==> src/hdl/ptc_pkg.sv <==
// Constants and types shared by the position trigger capture block
package ptc_pkg;
    localparam int unsigned DW = 32;
    localparam int unsigned AW = 5;
    localparam int unsigned DEPTH = 2;
    localparam int unsigned TPW = 16;
    // Register byte offsets
    localparam logic [AW-1:0] OFS_MEAS = 5'h00;
    localparam logic [AW-1:0] OFS_POS = 5'h04;
    localparam logic [AW-1:0] OFS_STAT = 5'h08;
    localparam logic [AW-1:0] OFS_IST = 5'h0C;
    localparam logic [AW-1:0] OFS_IMSK = 5'h10;
    localparam logic [AW-1:0] OFS_CTRL = 5'h14;
    localparam logic [AW-1:0] OFS_TPER = 5'h18;
    // Source bits, shared by entry source field and status register, then status-only overflow and sync bits
    localparam int unsigned SRC_PIN = 0;
    localparam int unsigned SRC_TIM = 1;
    localparam int unsigned SRC_REF = 2;
    localparam int unsigned ST_OVL = 3;
    localparam int unsigned ST_SYNC = 4;
    // Interrupt status and mask bits
    localparam int unsigned IW = 4;
    localparam int unsigned IRQ_CAP = 0;
    localparam int unsigned IRQ_OVL = 1;
    localparam int unsigned IRQ_GAIN = 2;
    localparam int unsigned IRQ_LOST = 3;
    // Control bits
    localparam int unsigned CTRL_PIN_EN = 0;
    localparam int unsigned CTRL_TIM_EN = 1;
    localparam int unsigned CTRL_REF_EN = 2;
    // Reset values
    localparam logic [2:0] CTRL_RST = 3'h5;
    localparam logic [TPW-1:0] TPER_RST = 16'h03E8;
    localparam logic [IW-1:0] IMSK_RST = 4'h0;

    typedef struct packed {
        logic [DW-1:0] value;
        logic [2:0] src;
    } ptc_entry_s;
endpackage

==> src/hdl/ptc_capture.sv <==
// Position trigger capture with two-deep holding store and Avalon-MM registers
`timescale 1ns/1ps
`default_nettype none

module ptc_capture (
    // Clock and reset
    input wire logic ref_clk_i,
    input wire logic rst_i,
    // Avalon-MM slave
    input wire logic [ptc_pkg::AW-1:0] avs_address_i,
    input wire logic avs_read_i,
    input wire logic avs_write_i,
    input wire logic [ptc_pkg::DW-1:0] avs_writedata_i,
    output logic [ptc_pkg::DW-1:0] avs_readdata_o,
    output logic avs_waitrequest_o,
    // Position source and scale signals, same clock
    input wire logic [ptc_pkg::DW-1:0] position_i,
    input wire logic ref_mark_i,
    input wire logic sync_error_i,
    // External trigger pin, asynchronous
    input wire logic trigger_input_i,
    // Status outputs
    output logic pin_trigger_flag_o,
    output logic timer_trigger_flag_o,
    output logic reference_trigger_flag_o,
    output logic trigger_overflow_flag_o,
    output logic reference_sync_flag_o,
    output logic irq_o
);
    localparam logic [1:0] DEPTH_C = 2'(ptc_pkg::DEPTH);

    logic trg_s1_q, trg_s2_q, trg_s3_q;
    logic [ptc_pkg::TPW-1:0] tim_cnt_q, tim_cnt_d, tper_q;
    logic [2:0] ctrl_q;
    logic [ptc_pkg::IW-1:0] ist_q, ist_d, imsk_q, ist_clr_q, ist_ev;
    logic [ptc_pkg::DW-1:0] rdata_q;
    logic wait_q, pop_q, ovl_clr_q, ovl_q, sync_q, sync_d, irq_q;
    logic [2:0] flags_q;
    logic [1:0] cnt_q, cnt_d, cnt_after;
    ptc_pkg::ptc_entry_s ent_q [ptc_pkg::DEPTH];
    ptc_pkg::ptc_entry_s ent_d [ptc_pkg::DEPTH];
    ptc_pkg::ptc_entry_s new_ent;

    // Trigger pin synchroniser; edge detect reads only the second stage onward
    always_ff @(posedge ref_clk_i or posedge rst_i) begin
        if (rst_i) begin
            trg_s1_q <= 1'b0;
            trg_s2_q <= 1'b0;
            trg_s3_q <= 1'b0;
        end else begin
            trg_s1_q <= trigger_input_i;
            trg_s2_q <= trg_s1_q;
            trg_s3_q <= trg_s2_q;
        end
    end

    // Event sources
    wire pin_ev = ctrl_q[ptc_pkg::CTRL_PIN_EN] & trg_s2_q & ~trg_s3_q;
    wire tim_run = ctrl_q[ptc_pkg::CTRL_TIM_EN] & (tper_q != '0);
    wire tim_wrap = tim_cnt_q >= tper_q - 16'h0001;
    wire tim_ev = tim_run & tim_wrap;
    wire ref_ev = ctrl_q[ptc_pkg::CTRL_REF_EN] & ref_mark_i;
    wire any_ev = pin_ev | tim_ev | ref_ev;
    assign tim_cnt_d = (!tim_run || tim_wrap) ? '0 : tim_cnt_q + 16'h0001;

    always_ff @(posedge ref_clk_i or posedge rst_i) begin
        if (rst_i) tim_cnt_q <= '0;
        else tim_cnt_q <= tim_cnt_d;
    end

    // Bus decode: one wait cycle, then the access completes
    wire req = avs_read_i | avs_write_i;
    wire first = req & wait_q;
    wire accept = req & ~wait_q;
    wire wr = avs_write_i & accept;
    wire rd_meas = avs_read_i & first & (avs_address_i == ptc_pkg::OFS_MEAS);
    wire rd_stat = avs_read_i & first & (avs_address_i == ptc_pkg::OFS_STAT);
    wire rd_ist = avs_read_i & first & (avs_address_i == ptc_pkg::OFS_IST);
    wire pop = accept & pop_q;

    // Holding store; entry 0 is the oldest
    wire full_block = (cnt_q == DEPTH_C) & ~pop;
    wire push = any_ev & ~full_block;
    wire ovl_ev = any_ev & full_block;
    // Coincident sources capture the same count, so all their flags are kept
    assign new_ent = '{value: position_i, src: {ref_ev, tim_ev, pin_ev}};
    assign cnt_after = cnt_q - {1'b0, pop};
    assign cnt_d = cnt_after + {1'b0, push};

    generate
        for (genvar i = 0; i < ptc_pkg::DEPTH; i++) begin : g_ent
            ptc_pkg::ptc_entry_s shifted;
            if (i + 1 < ptc_pkg::DEPTH) begin : g_sh
                assign shifted = pop ? ent_q[i+1] : ent_q[i];
            end else begin : g_last
                assign shifted = ent_q[i];
            end
            assign ent_d[i] = (push && cnt_after == 2'(i)) ? new_ent : shifted;
            always_ff @(posedge ref_clk_i or posedge rst_i) begin
                if (rst_i) ent_q[i] <= '0;
                else ent_q[i] <= ent_d[i];
            end
        end
    endgenerate

    // Reference sync: an error in the same cycle as the mark wins
    assign sync_d = sync_error_i ? 1'b0 : (ref_mark_i ? 1'b1 : sync_q);

    assign ist_ev[ptc_pkg::IRQ_CAP] = push;
    assign ist_ev[ptc_pkg::IRQ_OVL] = ovl_ev;
    assign ist_ev[ptc_pkg::IRQ_GAIN] = sync_d & ~sync_q;
    assign ist_ev[ptc_pkg::IRQ_LOST] = sync_q & ~sync_d;
    // Only bits seen by the read are cleared, and a new event wins
    assign ist_d = (ist_q & ~(accept ? ist_clr_q : '0)) | ist_ev;

    // Read mux, sampled in the wait cycle
    wire [ptc_pkg::DW-1:0] meas_val = (cnt_q != '0) ? ent_q[0].value : position_i;
    wire [ptc_pkg::DW-1:0] stat_val = {27'h0, sync_q, ovl_q, flags_q};
    logic [ptc_pkg::DW-1:0] rmux;
    always_comb begin
        case (avs_address_i)
            ptc_pkg::OFS_MEAS: rmux = meas_val;
            ptc_pkg::OFS_POS: rmux = position_i;
            ptc_pkg::OFS_STAT: rmux = stat_val;
            ptc_pkg::OFS_IST: rmux = {28'h0000000, ist_q};
            ptc_pkg::OFS_IMSK: rmux = {28'h0000000, imsk_q};
            ptc_pkg::OFS_CTRL: rmux = {29'h0, ctrl_q};
            ptc_pkg::OFS_TPER: rmux = {16'h0000, tper_q};
            default: rmux = '0;
        endcase
    end

    always_ff @(posedge ref_clk_i or posedge rst_i) begin
        if (rst_i) begin
            wait_q <= 1'b1;
            rdata_q <= '0;
            pop_q <= 1'b0;
            ovl_clr_q <= 1'b0;
            ist_clr_q <= '0;
        end else begin
            wait_q <= ~first;
            if (first) rdata_q <= avs_read_i ? rmux : '0;
            // Pop decided when the data is sampled, so a late push is not lost
            if (first) pop_q <= rd_meas & (cnt_q != '0);
            if (first) ovl_clr_q <= rd_stat & ovl_q;
            if (first) ist_clr_q <= rd_ist ? ist_q : '0;
        end
    end

    always_ff @(posedge ref_clk_i or posedge rst_i) begin
        if (rst_i) begin
            ctrl_q <= ptc_pkg::CTRL_RST;
            imsk_q <= ptc_pkg::IMSK_RST;
            tper_q <= ptc_pkg::TPER_RST;
        end else if (wr) begin
            if (avs_address_i == ptc_pkg::OFS_CTRL) ctrl_q <= avs_writedata_i[2:0];
            if (avs_address_i == ptc_pkg::OFS_IMSK) imsk_q <= avs_writedata_i[ptc_pkg::IW-1:0];
            if (avs_address_i == ptc_pkg::OFS_TPER) tper_q <= avs_writedata_i[ptc_pkg::TPW-1:0];
        end
    end

    always_ff @(posedge ref_clk_i or posedge rst_i) begin
        if (rst_i) begin
            cnt_q <= '0;
            flags_q <= '0;
            ovl_q <= 1'b0;
            sync_q <= 1'b0;
            ist_q <= '0;
            irq_q <= 1'b0;
        end else begin
            cnt_q <= cnt_d;
            flags_q <= (cnt_d != '0) ? ent_d[0].src : 3'h0;
            ovl_q <= ovl_ev | (ovl_q & ~(accept & ovl_clr_q));
            sync_q <= sync_d;
            ist_q <= ist_d;
            irq_q <= |(ist_d & imsk_q);
        end
    end

    assign avs_waitrequest_o = wait_q;
    assign avs_readdata_o = rdata_q;
    assign pin_trigger_flag_o = flags_q[ptc_pkg::SRC_PIN];
    assign timer_trigger_flag_o = flags_q[ptc_pkg::SRC_TIM];
    assign reference_trigger_flag_o = flags_q[ptc_pkg::SRC_REF];
    assign trigger_overflow_flag_o = ovl_q;
    assign reference_sync_flag_o = sync_q;
    assign irq_o = irq_q;
endmodule
`default_nettype wire

==> config.mk <==
export PLATFORM = sky130hd
export DESIGN_NAME = ptc_capture
export DESIGN_NICKNAME = d
export VERILOG_FILES = /design/src/hdl/ptc_pkg.sv /design/src/hdl/ptc_capture.sv
export SDC_FILE = /design/constraint.sdc
export NUM_CORES = 1
export LEC_CHECK = 0
export BUFFER_PORTS_ARGS = -buffer_cell sky130_fd_sc_hd__buf_2
export CORE_MARGIN = 4
export CORE_UTILIZATION = 60
export CTS_CLUSTER_SIZE = 25
export DETAILED_ROUTE_END_ITERATION = 12
export PLACE_DENSITY = 0.87
export REMOVE_ABC_BUFFERS = 1
export SLEW_MARGIN = 10
export SYNTH_ARGS = -nofsm -noshare
export SYNTH_HDL_FRONTEND = slang
export SYNTH_SLANG_ARGS = --single-unit
==> constraint.sdc <==
create_clock -name ref_clk_i -period 10.67 [get_ports ref_clk_i]
set_input_delay 2.134 -clock ref_clk_i [delete_from_list [all_inputs] [get_ports ref_clk_i]]
set_output_delay 2.134 -clock ref_clk_i [all_outputs]
set_load 0.02 [all_outputs]
==> metrics.yaml <==
logic_synthesis:
  avgSynthCellArea_sq_um: 11.3
  synth_async_sr_flop_share_pct: 100
  ys_seq_area_share_pct: 51.1
  ys_types: 52
  synth.top_cell.area_share_pct: 48.2
  synth_area_leaders: "dfrtp_1 48%, mux2_2 14%, nand2_1 4.4%, mux2i_1 3.5%, ha_1 3.1%"
  synth_edf_count: 0
  netlist_instances: 708
  synth_commonest_cells: "154 x dfrtp_1, 100 x mux2_2, 94 x nand2_1, 44 x nor2_1, 41 x o21ai_0"
  yosysMostFrequentCell: "dfrtp_1"
  ys_ff_latch: 163
  synth_flop_cell: "dfrtp_1"
  synth_largest_area_cell: "dfrtp_1"
  ys.warnings.count: 0
  netlist_area_sq_um: 8000
sta:
  slew_headroom_pct: 26.7
  hold_ws_ps: 351
  tns_ps: 0
  fin_skew_ps: 9.39
  grt_setup_unrepaired: "false"
  period_share_pct: 47.9
  finalHoldViolations: 0
  setup_slack_ps: 5560
  slew_viol_final: 0
  fmax_mhz: 196
  setup_viol: 0
  period_needed_ps: 5110
  tightestPinTransition_ps: 1090
cts:
  cts_buffers: 17
  cts_tree: "built"
  cts_resized: 0
  clock-root-buffer: "clkbuf_16"
  postCtsSetupBuffers: 0
  hold_buffers: 0
  clk_latency_ps: 430
  htree_levels: 4
  clock_sinks: 163
  cts.clk_slew.worst_paths_ps: 70
  cts_buffer_depth: 2
placed_design:
  place_area_sq_um: 8640
  dp.cells: 953
  post-place-ws_ps: 5180
  numPortBuffers: 98
  gp_congestion: 0.949
  place_hpwl_mm: 12.8
setup_path:
  crit_fanout: 38
  crit_path_end_kind: "flop"
  start_kind: "input pin"
  r2r_end: "flags_q[1]"
  cp.required_ps: 10980
  reg2reg_from: "tper_q[2]"
  crit_start: "avs_read_i"
  crit_type: "input pin to flop"
  reg2reg_depth: 19
  arrival_ps: 5420
  endpoint: "ent_q[56]"
  r2r_slack_ps: 5660
power:
  max-vdd-ir-drop_v: 0.000135
  pwr_density_cell_nw_per_um2: 194
  power.total_mw: 1.79
  static-leakage-power_nw: 4.30
min_path:
  min_path_type: "flop to flop"
route:
  dr.first_iter.drc_count: 464
  dr.pass1.iters: 5
  ant_nets: 0
  wl_per_cell_um: 19.3
  wirelength_mm: 19.0
  viasPerCell: 6.04
  vias: 5953
  drc: 0
global_route:
  grt_pass1_vias: 6173
  overflow: 0
  grt_max_degree: 85
  grt_pass1_wl_mm: 30.7
  antenna_found_initial: 3
  grtUsageTotal_pct: 26.1
job:
  drv_cap: 0
final_layout:
  stdcell_area_sq_um: 9220
  finalNonFillerCells: 986
  layout-drive-gt1-share_pct: 33.9
  nets: 896
  utilization_pct: 71.9
  areaGrowthSynthToFinish_pct: 15.3
floorplanning:
  die_w_um: 123
  dieArea_sq_um: 15200
  die_h_um: 123
  core_area_sq_um: 12800
  initial_core_util_pct: 62.4
  io_pins: 115
  rows: 41
status:
  status: "finished, final reports clean"
-- sequential cells by signal, indices dropped and copies added, names as in the netlist --
signal	cells
ent_q	70
avs_readdata_o	32
tim_cnt_q	16
tper_q	16
imsk_q	4
ist_clr_q	4
ist_q	4
ctrl_q	3
flags_q	3
cnt_q	2
avs_waitrequest_o	1
irq_o	1
ovl_clr_q	1
pop_q	1
reference_sync_flag_o	1
trg_s1_q	1
trg_s2_q	1
trg_s3_q	1
trigger_overflow_flag_o	1
-- placed cells by master (no fill, tap or decap), drive strengths merged, types with 4 or more instances in the layout --
cell	n
nand4	4
a22o	7
nand2	94
nor2	44
nand3	13
nor2b	7
ha	20
o21ai	42
a21oi	35
dfrtp	154
inv	21
nand2b	5
dfstp	9
mux2	119
mux2i	28
buf	105
xnor2	19
clkinvlp	4
nor3	10
nor4	5
and3	5
clkbuf	17
xor2	11
-- per-layer routing --
layer	share of wire [%]	GRT usage, %	up-vias
met3	7.7	7.46	60
met4	2.8	9.97	4
met2	49	42.8	251
li1	-	-	2660
met1	40	33.0	2978
met5	0.11	0	-
-- critical path, stage by stage --
cell and delay [ps]:
buf_2 150, nor2_1 60, nor2_1 370, nand2_1 440, inv_1 130, buf_4 400
ha_1 260, xnor2_1 210, nand3_1 200, nor2_4 110, buf_4 520, mux2_2 410
-- where the power goes --
group          internal [mW]  switching, mW  leakage (nW)
clock                  0.329          0.268         0.274
sequential             0.732         0.0754          2.08
combinational          0.195          0.190          1.95
total                   1.26          0.534          4.30
-- cells by family after synthesis --
logic type      Yosys count  synth area share (%)
compound gates          104                  7.71
fa+ha+maj                20                  3.13
flops                   163                  51.1
mux                     147                  21.0
simple gates            198                  11.2
xor+xnor                 30                  3.29
buf+inv                  46                  2.52
-- worst min path at each step --
stage | cells after the start | slack (ps) | from | end
floorplan | 0 | 330 | trg_s1_q | trg_s2_q
global placement | 0 | 340 | trg_s1_q | trg_s2_q
detailed placement | 0 | 340 | trg_s1_q | trg_s2_q
CTS | 0 | 350 | trg_s1_q | trg_s2_q
global route | 0 | 360 | trg_s1_q | trg_s2_q
finish | 0 | 350 | trg_s1_q | trg_s2_q
-- layout make-up --
| type | count | area, sq um |
|---|---|---|
| tap | 172 | 215 |
| inverter | 14 | 57.6 |
| fill | 881 | 3610 |
| clock inverter | 15 | 150 |
| sequential | 163 | 4090 |
| multi-input combinational | 499 | 3730 |
| timing repair buffer | 105 | 543 |
| clock buffer | 17 | 425 |
| antenna | 1 | 2.50 |
Note: power is estimated with default switching activity, not from simulation.
